==> src/core/cfg_bank_pkg.sv <==
// Package with the constants shared by the configuration bank and its host end.
package cfg_bank_pkg;
	localparam logic [15:0] CFG_PORT_DEFAULT = 16'h03F0; // Config port when the strap is low.
	localparam logic [7:0] KEY_ENTER = 8'h55; // Key that enters configuration mode.
	localparam logic [7:0] KEY_EXIT = 8'hAA; // Key that returns to the run state.
	localparam logic [7:0] IDX_CONFIG_CONTROL = 8'h02;
	localparam logic [7:0] IDX_INDEX_ADDRESS = 8'h03;
	localparam logic [7:0] IDX_LDN = 8'h07;
	localparam logic [7:0] IDX_IDENTITY = 8'h20;
	localparam logic [7:0] IDX_REVISION = 8'h21;
	localparam logic [7:0] IDX_POWER_CONTROL = 8'h22;
	localparam logic [7:0] IDX_POWER_MGMT = 8'h23;
	localparam logic [7:0] IDX_OSC = 8'h24;
	localparam logic [7:0] IDX_PORT_LOW = 8'h26;
	localparam logic [7:0] IDX_PORT_HIGH = 8'h27;
	localparam logic [7:0] IDX_TEST_FIRST = 8'h2B; // Test registers occupy 0x2B to 0x2F.
	localparam logic [7:0] IDX_TEST_LAST = 8'h2F;
	localparam logic [7:0] IDX_FIRST_LOCAL = 8'h30; // Indexes from here follow the selection.
	localparam logic [7:0] IDX_ACTIVATE = 8'h30;
	localparam logic [7:0] IDX_BASE_HIGH = 8'h60;
	localparam logic [7:0] IDX_BASE_LOW = 8'h61;
	localparam logic [7:0] IDX_SPARE_HIGH = 8'h62;
	localparam logic [7:0] IDX_SPARE_LOW = 8'h63;
	localparam logic [7:0] IDX_IRQ = 8'h70;
	localparam logic [7:0] IDX_DMA = 8'h74;
	localparam logic [7:0] IDX_MODE = 8'hF0;
	localparam logic [7:0] IDX_MODE_TWO = 8'hF1;
	localparam logic [7:0] IDX_TYPE = 8'hF2;
	localparam logic [7:0] IDX_DRIVE_ZERO = 8'hF4;
	localparam logic [7:0] IDX_DRIVE_ONE = 8'hF5;
	localparam logic [7:0] LDN_FLOPPY = 8'h00;
	localparam logic [7:0] LDN_PARPORT = 8'h03;
	localparam logic [7:0] LDN_SERIAL1 = 8'h04;
	localparam logic [7:0] LDN_SERIAL2 = 8'h05;
	localparam int SOFT_RESET_BIT = 0; // Bit of config_control that fires a soft reset.
	localparam logic [7:0] RST_ZERO = 8'h00;
	localparam logic [7:0] RST_INDEX_ADDRESS = 8'h03;
	localparam logic [7:0] RST_OSC = 8'h04;
	localparam logic [7:0] RST_PORT_LOW_STRAP0 = 8'hF0;
	localparam logic [7:0] RST_PORT_LOW_STRAP1 = 8'h70;
	localparam logic [7:0] RST_PORT_HIGH = 8'h03;
	localparam logic [7:0] RST_FLOPPY_BASE_HIGH = 8'h03;
	localparam logic [7:0] RST_FLOPPY_BASE_LOW = 8'hF0;
	localparam logic [7:0] RST_FLOPPY_IRQ = 8'h06;
	localparam logic [7:0] RST_FLOPPY_DMA = 8'h02;
	localparam logic [7:0] RST_FLOPPY_MODE = 8'h0E;
	localparam logic [7:0] RST_FLOPPY_TYPE = 8'hFF;
	localparam logic [7:0] RST_PARPORT_DMA = 8'h04;
	localparam logic [7:0] RST_PARPORT_MODE = 8'h3C;
	localparam logic [7:0] RST_IR_OPTIONS = 8'h02;
	localparam logic [7:0] RST_IR_TIMEOUT = 8'h03;
	localparam int CLK_MHZ = 40; // Clock rate in MHz.
	localparam int BLOCK_TIME_US = 500; // Host lockout after main-supply power-on.
	localparam int BLOCK_CYCLES = BLOCK_TIME_US * CLK_MHZ; // 20000 cycles at 40 MHz.
endpackage : cfg_bank_pkg

==> src/core/cfg_bus_if.sv <==
// Interface carrying the host I/O cycles between the host end and the bank.
`timescale 1ns/1ps
interface cfg_bus_if;
	logic [15:0] addr; // I/O address of the cycle.
	logic [7:0] wdata; // Write data.
	logic wr; // One-cycle write strobe.
	logic rd; // One-cycle read strobe.
	logic [7:0] rdata; // Read data from the bank.
	logic rvalid; // Pulses one cycle after a read that the bank answered.
	modport bank (input addr, input wdata, input wr, input rd, output rdata, output rvalid);
	modport host (output addr, output wdata, output wr, output rd, input rdata, input rvalid);
endinterface : cfg_bus_if

==> src/core/config_register_bank.sv <==
// Configuration register bank with key entry, device selection and four reset sources.
`timescale 1ns/1ps
module config_register_bank
	import cfg_bank_pkg::*;
#(
	parameter int BLOCK_COUNT = cfg_bank_pkg::BLOCK_CYCLES, // Lockout length; shorten in sim.
	parameter logic [7:0] IDENTITY_VALUE = 8'h5A, // Arbitrary identity value.
	parameter logic [7:0] REVISION_VALUE = 8'h01 // Arbitrary revision value.
) (
	input wire logic clk_in,
	input wire logic rst_in, // Host bus reset input, a hard reset.
	input wire logic main_por_in, // Main-supply power-on reset, synchronous.
	input wire logic standby_por_in, // Standby-supply power-on reset, synchronous.
	input wire logic strap_in, // Address strap pin, asynchronous.
	cfg_bus_if.bank bus,
	output logic config_mode_out, // High while in configuration mode.
	output logic host_blocked_out, // High during the power-on lockout.
	output logic [7:0] floppy_activate_out // Floppy activate register.
);
	import cfg_bank_pkg::*;

	// Run and configuration states of the key protocol.
	typedef enum {RUN, CONFIG} mode_e;
	mode_e mode_q;
	logic strap_meta_q; // First stage; only the second stage reads it.
	logic strap_q; // Synchronised strap level.
	logic [15:0] port_q; // Current configuration port address.
	logic [7:0] index_q; // Latched index.
	logic [7:0] ldn_q; // Selected logical device.
	logic [7:0] regs_q [0:255]; // Global plus the device sets, see the slot function.
	logic [$clog2(BLOCK_COUNT + 1)-1:0] block_q; // Lockout counter, sized by the parameter.
	logic any_hard; // Hard or main-supply power-on.
	logic any_reset; // Any of the three pin-driven resets.
	logic soft_reset; // Soft reset request from a control write.
	logic hit_index; // Cycle at the index/config port.
	logic hit_data; // Cycle at the data port.
	logic [7:0] slot; // Storage slot of the addressed register.
	logic slot_ok; // The addressed register exists.

	// Maps device and index onto one compact slot of storage; 8'hFF means none.
	function automatic logic [7:0] slot_of(input logic [7:0] ldn, input logic [7:0] idx);
		logic [7:0] base;
		base = 8'h00;
		if (idx < IDX_FIRST_LOCAL) begin
			return idx; // Global registers sit at their own index.
		end
		case (ldn)
			LDN_FLOPPY: base = 8'h40;
			LDN_PARPORT: base = 8'h60;
			LDN_SERIAL1: base = 8'h80;
			LDN_SERIAL2: base = 8'hA0;
			default: return 8'hFF;
		endcase
		case (idx)
			IDX_ACTIVATE: return base;
			IDX_BASE_HIGH: return base + 8'h01;
			IDX_BASE_LOW: return base + 8'h02;
			IDX_IRQ: return base + 8'h03;
			IDX_MODE: return base + 8'h04;
			IDX_DMA: return (ldn == LDN_FLOPPY || ldn == LDN_PARPORT) ? base + 8'h05 : 8'hFF;
			IDX_MODE_TWO: return (ldn == LDN_SERIAL1) ? 8'hFF : base + 8'h06;
			IDX_TYPE: return (ldn == LDN_FLOPPY || ldn == LDN_SERIAL2) ? base + 8'h07 : 8'hFF;
			IDX_DRIVE_ZERO: return (ldn == LDN_FLOPPY) ? base + 8'h08 : 8'hFF;
			IDX_DRIVE_ONE: return (ldn == LDN_FLOPPY) ? base + 8'h09 : 8'hFF;
			IDX_SPARE_HIGH: return (ldn == LDN_SERIAL2) ? base + 8'h08 : 8'hFF;
			IDX_SPARE_LOW: return (ldn == LDN_SERIAL2) ? base + 8'h09 : 8'hFF;
			default: return 8'hFF;
		endcase
	endfunction : slot_of

	// Tells whether a global index is a writable stored register.
	function automatic logic global_ok(input logic [7:0] idx);
		return idx == IDX_INDEX_ADDRESS || idx == IDX_POWER_CONTROL || idx == IDX_POWER_MGMT ||
			idx == IDX_OSC || idx == IDX_PORT_LOW || idx == IDX_PORT_HIGH ||
			(idx >= IDX_TEST_FIRST && idx <= IDX_TEST_LAST);
	endfunction : global_ok

	// Reset value of a slot; soft tells whether the slot is loaded by soft reset.
	function automatic logic [8:0] reset_of(input logic [7:0] s, input logic strap);
		case (s)
			IDX_INDEX_ADDRESS: return {1'b0, RST_INDEX_ADDRESS};
			IDX_POWER_CONTROL: return {1'b1, RST_ZERO};
			IDX_OSC: return {1'b0, RST_OSC};
			IDX_PORT_LOW: return {1'b0, strap ? RST_PORT_LOW_STRAP1 : RST_PORT_LOW_STRAP0};
			IDX_PORT_HIGH: return {1'b0, RST_PORT_HIGH};
			8'h41: return {1'b1, RST_FLOPPY_BASE_HIGH};
			8'h42: return {1'b1, RST_FLOPPY_BASE_LOW};
			8'h43: return {1'b1, RST_FLOPPY_IRQ};
			8'h45: return {1'b1, RST_FLOPPY_DMA};
			8'h44: return {1'b0, RST_FLOPPY_MODE};
			8'h47: return {1'b0, RST_FLOPPY_TYPE};
			8'h64: return {1'b0, RST_PARPORT_MODE};
			8'h65: return {1'b1, RST_PARPORT_DMA};
			8'hA6: return {1'b0, RST_IR_OPTIONS};
			8'hA7: return {1'b0, RST_IR_TIMEOUT};
			default: begin
				// Activate, base, interrupt and spare slots follow soft reset.
				if (s >= 8'h40 && s[4:0] <= 5'h03) begin
					return {1'b1, RST_ZERO};
				end
				if (s == 8'hA8 || s == 8'hA9) begin
					return {1'b1, RST_ZERO};
				end
				return {1'b0, RST_ZERO};
			end
		endcase
	endfunction : reset_of

	assign any_hard = rst_in || main_por_in;
	assign any_reset = any_hard || standby_por_in;
	assign hit_index = (bus.addr == port_q) && (block_q == '0);
	assign hit_data = (bus.addr == port_q + 16'h0001) && (block_q == '0) && (mode_q == CONFIG);
	assign slot = slot_of(ldn_q, index_q);
	assign slot_ok = (index_q < IDX_FIRST_LOCAL) ? global_ok(index_q) : (slot != 8'hFF);
	assign soft_reset = hit_data && bus.wr && index_q == IDX_CONFIG_CONTROL &&
		bus.wdata[SOFT_RESET_BIT];

	// Strap synchroniser; it samples the level on every edge, and a hard reset loads the port from it.
	always_ff @(posedge clk_in) begin
		strap_meta_q <= strap_in;
		strap_q <= strap_meta_q;
	end

	// Lockout counter after main-supply power-on; a bus reset leaves it alone.
	always_ff @(posedge clk_in) begin
		if (main_por_in) begin
			block_q <= ($bits(block_q))'(BLOCK_COUNT);
		end else if (block_q != '0) begin
			block_q <= block_q - 1'b1;
		end
	end

	// Run/configuration mode; the keys only count at the configuration port address.
	always_ff @(posedge clk_in) begin
		if (any_reset) begin
			mode_q <= RUN;
		end else if (hit_index && bus.wr && mode_q == RUN && bus.wdata == KEY_ENTER) begin
			mode_q <= CONFIG;
		end else if (hit_index && bus.wr && mode_q == CONFIG && bus.wdata == KEY_EXIT) begin
			mode_q <= RUN;
		end
	end

	// Index latch, written through the index port in configuration mode only.
	always_ff @(posedge clk_in) begin
		if (any_reset) begin
			index_q <= RST_ZERO;
		end else if (hit_index && bus.wr && mode_q == CONFIG && bus.wdata != KEY_EXIT) begin
			index_q <= bus.wdata;
		end
	end

	// Logical device selection; every reset, soft ones too, clears it.
	always_ff @(posedge clk_in) begin
		if (any_reset || soft_reset) begin
			ldn_q <= RST_ZERO;
		end else if (hit_data && bus.wr && index_q == IDX_LDN) begin
			ldn_q <= bus.wdata;
		end
	end

	// Stored registers; soft reset touches only slots marked for it.
	always_ff @(posedge clk_in) begin
		for (int i = 0; i < 256; i++) begin
			logic [8:0] rv;
			rv = reset_of(8'(i), strap_q);
			if (any_hard) begin
				// Test registers have no bus-reset value, so only power-on clears them.
				if (main_por_in || i < IDX_TEST_FIRST || i > IDX_TEST_LAST) begin
					regs_q[i] <= rv[7:0];
				end
			end else if (standby_por_in) begin
				if (i != IDX_PORT_LOW && i != IDX_PORT_HIGH) begin
					regs_q[i] <= rv[7:0];
				end
			end else if (soft_reset) begin
				if (rv[8]) begin
					regs_q[i] <= rv[7:0];
				end
			end else if (hit_data && bus.wr && slot_ok && 8'(i) == slot) begin
				regs_q[i] <= bus.wdata;
			end
		end
	end

	// Configuration port address follows the two address registers.
	always_ff @(posedge clk_in) begin
		port_q <= {regs_q[IDX_PORT_HIGH], regs_q[IDX_PORT_LOW]};
	end

	// Read path: one cycle after the strobe the data and its valid pulse appear.
	always_ff @(posedge clk_in) begin
		if (any_reset) begin
			bus.rdata <= RST_ZERO;
			bus.rvalid <= 1'b0;
		end else begin
			bus.rvalid <= bus.rd && (hit_data || (hit_index && mode_q == CONFIG));
			if (!bus.rd) begin
				bus.rdata <= bus.rdata; // Holds the last answer until the next read.
			end else if (hit_index && mode_q == CONFIG) begin
				bus.rdata <= index_q;
			end else if (index_q == IDX_IDENTITY) begin
				bus.rdata <= IDENTITY_VALUE;
			end else if (index_q == IDX_REVISION) begin
				bus.rdata <= REVISION_VALUE;
			end else if (index_q == IDX_LDN) begin
				bus.rdata <= ldn_q;
			end else begin
				bus.rdata <= slot_ok ? regs_q[slot] : RST_ZERO;
			end
		end
	end

	// Status outputs from flip-flops.
	always_ff @(posedge clk_in) begin
		config_mode_out <= (mode_q == CONFIG) && !any_reset;
		host_blocked_out <= main_por_in || (block_q > 1);
		floppy_activate_out <= regs_q[8'h40];
	end
endmodule : config_register_bank

==> src/flat_wrapper.sv <==
// flat-port wrapper written by rule: the top's interface ports become plain ports
module config_register_bank_flat import cfg_bank_pkg::*;
#(
	parameter int BLOCK_COUNT = cfg_bank_pkg::BLOCK_CYCLES,                                   
	parameter logic [7:0] IDENTITY_VALUE = 8'h5A,                             
	parameter logic [7:0] REVISION_VALUE = 8'h01                             
)
  (clk_in, rst_in, main_por_in, standby_por_in, strap_in, config_mode_out, host_blocked_out, floppy_activate_out, bus_addr, bus_wdata, bus_wr, bus_rd, bus_rdata, bus_rvalid);
  cfg_bus_if bus_i ();
  input wire logic clk_in;
  input wire logic rst_in;
  input wire logic main_por_in;
  input wire logic standby_por_in;
  input wire logic strap_in;
  output logic config_mode_out;
  output logic host_blocked_out;
  output logic [7:0] floppy_activate_out;
  input wire logic [$bits(bus_i.addr)-1:0] bus_addr;
  input wire logic [$bits(bus_i.wdata)-1:0] bus_wdata;
  input wire logic [$bits(bus_i.wr)-1:0] bus_wr;
  input wire logic [$bits(bus_i.rd)-1:0] bus_rd;
  output wire logic [$bits(bus_i.rdata)-1:0] bus_rdata;
  output wire logic [$bits(bus_i.rvalid)-1:0] bus_rvalid;
  assign bus_i.addr = bus_addr;
  assign bus_i.wdata = bus_wdata;
  assign bus_i.wr = bus_wr;
  assign bus_i.rd = bus_rd;
  assign bus_rdata = bus_i.rdata;
  assign bus_rvalid = bus_i.rvalid;
  config_register_bank #(.BLOCK_COUNT(BLOCK_COUNT), .IDENTITY_VALUE(IDENTITY_VALUE), .REVISION_VALUE(REVISION_VALUE)) u_core (.clk_in(clk_in), .rst_in(rst_in), .main_por_in(main_por_in), .standby_por_in(standby_por_in), .strap_in(strap_in), .bus(bus_i), .config_mode_out(config_mode_out), .host_blocked_out(host_blocked_out), .floppy_activate_out(floppy_activate_out));
endmodule
==> config.mk <==
export PLATFORM = sky130hd
export DESIGN_NAME = config_register_bank_flat
export DESIGN_NICKNAME = d
export VERILOG_FILES = /design/src/core/cfg_bank_pkg.sv /design/src/core/cfg_bus_if.sv /design/src/core/config_register_bank.sv /design/src/flat_wrapper.sv
export SDC_FILE = /design/constraint.sdc
export NUM_CORES = 2
export LEC_CHECK = 0
export BUFFER_PORTS_ARGS = -buffer_cell sky130_fd_sc_hd__buf_4
export CAP_MARGIN = 20
export CORE_MARGIN = 1
export CORE_UTILIZATION = 45
export DETAILED_ROUTE_END_ITERATION = 8
export PLACE_DENSITY = 0.65
export SLEW_MARGIN = 30
export SYNTH_ARGS = -nofsm -noshare
export SYNTH_HDL_FRONTEND = slang
export SYNTH_SLANG_ARGS = --single-unit
==> constraint.sdc <==
create_clock -name clk_in -period 4.45 [get_ports clk_in]
set_input_delay 0 -clock clk_in [delete_from_list [all_inputs] [get_ports clk_in]]
set_output_delay 0 -clock clk_in [all_outputs]
set_load 0.05 [all_outputs]
==> run_results.csv <==
group,metric,value,unit
routing,wl_met2,65280,um
placement,placed_area,0.05312,mm^2
synthesis,avgSynthCellArea,12.42,um^2
synthesis,synth-edff-count,1016,
cts,cts_sinks,1085,
pwr,p_per_area,384.7,mW/mm^2
global_route,grt_antenna_before_repair,1,
worst_setup_path,path_max_fanout,26,
sta,relSlewSlack,0.4732,
worst_setup_path,cp.required,5060,ps
worst_setup_path,worstSetupPathType,"reg -> reg",
worst_setup_path,endpoint_kind,"flip-flop",
layout,final_nets,4666,
layout,n_antenna_cell,0,
worst_hold_path,whs_endpoint,"u_core.mode_q[0]$_SDFFE_PP0P_",
synthesis,ys_warn_count,0,
placement,dpl_worst_slack,-295.6,ps
placement,port_buffers,49,
synthesis,postSynth.asyncResetShare,0,
cts,insertion_delay,690,ps
floorplan,die_w,323.7,um
sta,worstMarginPinSlew,787.4,ps
sta,min_period,4381,ps
layout,multiInputGateArea,0.01573,mm^2
sta,setup_viol,0,
routing,top_layer,"met5",
sta,fin_ws,69.08,ps
global_route,track_usage,0.2630,
global_route,overflow,0,
worst_setup_path,start_kind,"flip-flop",
worst_hold_path,hp-class,"in -> reg",
cts,htreeDepth,3,
routing,wl_met3,12290,um
routing,routed_via_density,5.422,
cts,cts_tree,"yes",
sta,final_max_slew_viol_count,0,
floorplan,start_util,0.4557,
worst_setup_path,cp_cell_sequence,"or4b_2 > mux2i_1 > a32oi_1 > a21o_2 > o22a_4 > nand2_4 > buf_12 > o22ai_1 > o21ai_1 > nand4b_1 > a2111oi_2 > o311ai_1 > o31ai_1",
global_route,grt_max_degree,158,
layout,fillCellCount,8544,
floorplan,core,0.1022,mm^2
global_route,grt_pass1_vias,31720,
cts,clk_pin_slew,60,ps
placement,gp_congestion,0.9686,
synthesis,synth_ff_type,"edfxtp_1",
floorplan,fp.dieH,323.7,um
status,status,"finished, final reports clean",
layout,regArea,0.03189,mm^2
worst_setup_path,rrSetupSlack,70,ps
worst_setup_path,crit_buf_inv,1,
sta,fmax,0.2283,GHz
layout,design_area,0.05715,mm^2
routing,routed_wl,139500,um
worst_setup_path,r2r-end,"u_core.bus.rdata[4]$_SDFFE_PP0P_",
worst_setup_path,slowest_stage,"or4b_2",
layout,drive_above_1_share,0.1353,
sta,grt_setup_unrepaired,"true",
sta,skew,25.21,ps
worst_setup_path,r2r_cells,13,
routing,drtAntennaViolNets,0,
synthesis,postSynthCellCount,3748,
floorplan,rows,117,
pwr,peakVddDrop,357.8,uV
worst_setup_path,path_delay_family,"compound AO/OA/AOI/OAI gates",
worst_setup_path,crit_start,"u_core.index_q[2]$_SDFFE_PP0P_",
synthesis,synth.yosys.seq_area_share,0.6848,
routing,dr.pass1.iters,6,
placement,place.detailed.hpwl,92130,um
synthesis,synth.distinct_cells,91,
cts,cts_buffers,108,
routing,wl_met1,56780,um
routing,vias,33020,
global_route,grt_pass1_wl,202900,um
routing,wl_per_cell,22.91,um
worst_hold_path,min-delay-start,"bus_addr[3]",
routing,drt-initial-drc-count,3888,
synthesis,netlist_area,0.04657,mm^2
synthesis,ys_seq_elements,1085,
cts,cts_root_buf,"clkbuf_16",
floorplan,io_pins,50,
worst_setup_path,critPathMaxStageDelay,720,ps
routing,drc,0,
floorplan,die_area,0.1048,mm^2
cts,cts_max_path_buffers,3,
worst_setup_path,critPathArrivalTime,4990,ps
sta,hold_viol,0,
layout,synthToLayoutAreaGrowth,22.72,%
worst_hold_path,hold_path_depth,7,
job,max_cap_violations,0,
worst_setup_path,r2r_start,"u_core.index_q[2]$_SDFFE_PP0P_",
pwr,p_leak,0.02247,uW
sta,finalCritPeriodShare,0.9845,
Yosys cell counts (66+ instances only):
cell	count	share of area
a21oi_1	139	0.015
and2_1	181	0.024
and3_1	123	0.017
buf_2	98	0.011
clkbuf_1	158	0.013
dfxtp_1	69	0.030
edfxtp_1	1016	0.66
inv_1	152	0.012
nand2_1	600	0.048
nand3_1	216	0.023
nor2_1	105	0.0085
o21ai_0	75	0.0081
o22a_1	67	0.013
o22ai_1	66	0.0089
through the flow:
step | std cells | power, uW | util | hold slack, ps | TNS [ps]
floorplan | 4427 | 12740 | - | 27.72 | 0
CTS | 6082 | 22070 | 0.5560 | 93.40 | 0
global placement | 5863 | 13100 | 0.5199 | 105.1 | -1009
global route | 6090 | 22620 | 0.5593 | 190.9 | -38.70
finish | 6090 | 21990 | 0.5593 | 128.4 | 0
detailed placement | 5863 | 13140 | 0.5199 | 109.8 | -1244
logic make-up (layout without fill, tap and decap cells):
family                     after synthesis  count (layout)  synth area share
AOI/OAI and AO/OA                      615             615           0.09200
xor gates and xnor gates                39              39          0.007335
adders and majority gates                3               3         0.0008061
buffers and inverters                  451             746           0.03987
DFF                                   1085            1085            0.6848
muxes                                   87              87           0.01932
other                                    1             680        0.00008053
and+or+nand+nor                       1467            1467            0.1558
cell type report:
class,instances,share of cell area
sequential,1085,0.5581
clock inverter,57,0.009108
timing repair buffer,393,0.06627
inverter,153,0.01005
multi-input combinational,2891,0.2752
clock buffer,143,0.05141
tap,1368,0.02995
routing by layer:
layer,up-vias,global-route usage
met5,-,0
met4,2,0.09444
met3,285,0.04551
met2,1532,0.4220
met1,16230,0.3595
li1,14970,-
sequential cells by signal (all words and copies together) (netlist names):
signal	count
u_core.block_q	15
u_core.bus.rdata	8
u_core.bus.rvalid	1
u_core.config_mode_out	1
u_core.floppy_activate_out	8
u_core.host_blocked_out	1
u_core.index_q	8
u_core.ldn_q	8
u_core.mode_q	1
u_core.port_q	16
u_core.regs_q	1016
u_core.strap_meta_q	1
u_core.strap_q	1
power by group:
group	switching (uW)	leakage (uW)	internal, uW
clock network	3860	0.00167	5140
logic	605	0.00944	284
registers	214	0.0114	11900
worst reg2reg max path, cell delays in order, from the launching register on:
cell and delay, ps:
dfxtp_1 390, or4b_2 720, mux2i_1 200, a32oi_1 210, a21o_2 360, o22a_4 290, nand2_4 170, buf_12 230
o22ai_1 150, o21ai_1 310, nand4b_1 290, a2111oi_2 490, o311ai_1 240, o31ai_1 270
how the worst max path moves through the flow:
stage,endpoint,slack (ps),cells past startpoint
floorplan,u_core.regs_q[34][0]$_SDFFCE_PN0P_,160,12
global placement,u_core.bus.rdata[4]$_SDFFE_PP0P_,-340,15
detailed placement,u_core.bus.rdata[4]$_SDFFE_PP0P_,-300,13
CTS,u_core.regs_q[100][6]$_SDFFCE_PN0P_,0.6,12
global route,u_core.bus.rdata[1]$_SDFFE_PP0P_,-40,14
finish,u_core.bus.rdata[4]$_SDFFE_PP0P_,70,13
timing repair:
action,4_1_cts,5_1_grt
hold buffers,17,0
setup endpoints to repair,12,355
pin swaps,0,4
endpoints found under the hold margin,119,0
gates resized for setup,13,37
gates cloned,0,3
setup buffers,2,4
layout by cell type, fill, tap and decap left out, types with 20 or more instances in the layout:
cell       netlist  final
a31oi_1         54     50
mux2i_1         64     62
nor3_1          60     57
or3_1           40     40
buf_4            7    312
nor2_1         105    100
o221ai_1        37     37
o22ai_1         66     63
nand2b_1        24     22
buf_12           0     53
clkinv_1         1     28
inv_1          152    152
a21oi_1        139    138
conb_1           1    680
dfxtp_1         69     68
nand3_1        216    216
xor2_1          20     20
nand2_1        600    597
clkbuf_1       158     28
edfxtp_1      1016   1016
o21ai_0         75     71
clkbuf_16        0    114
and3_1         123    123
and2_1         181    181
o22a_1          67     65
mux2_2          23     23
Note: power is estimated with default switching activity, not from simulation.
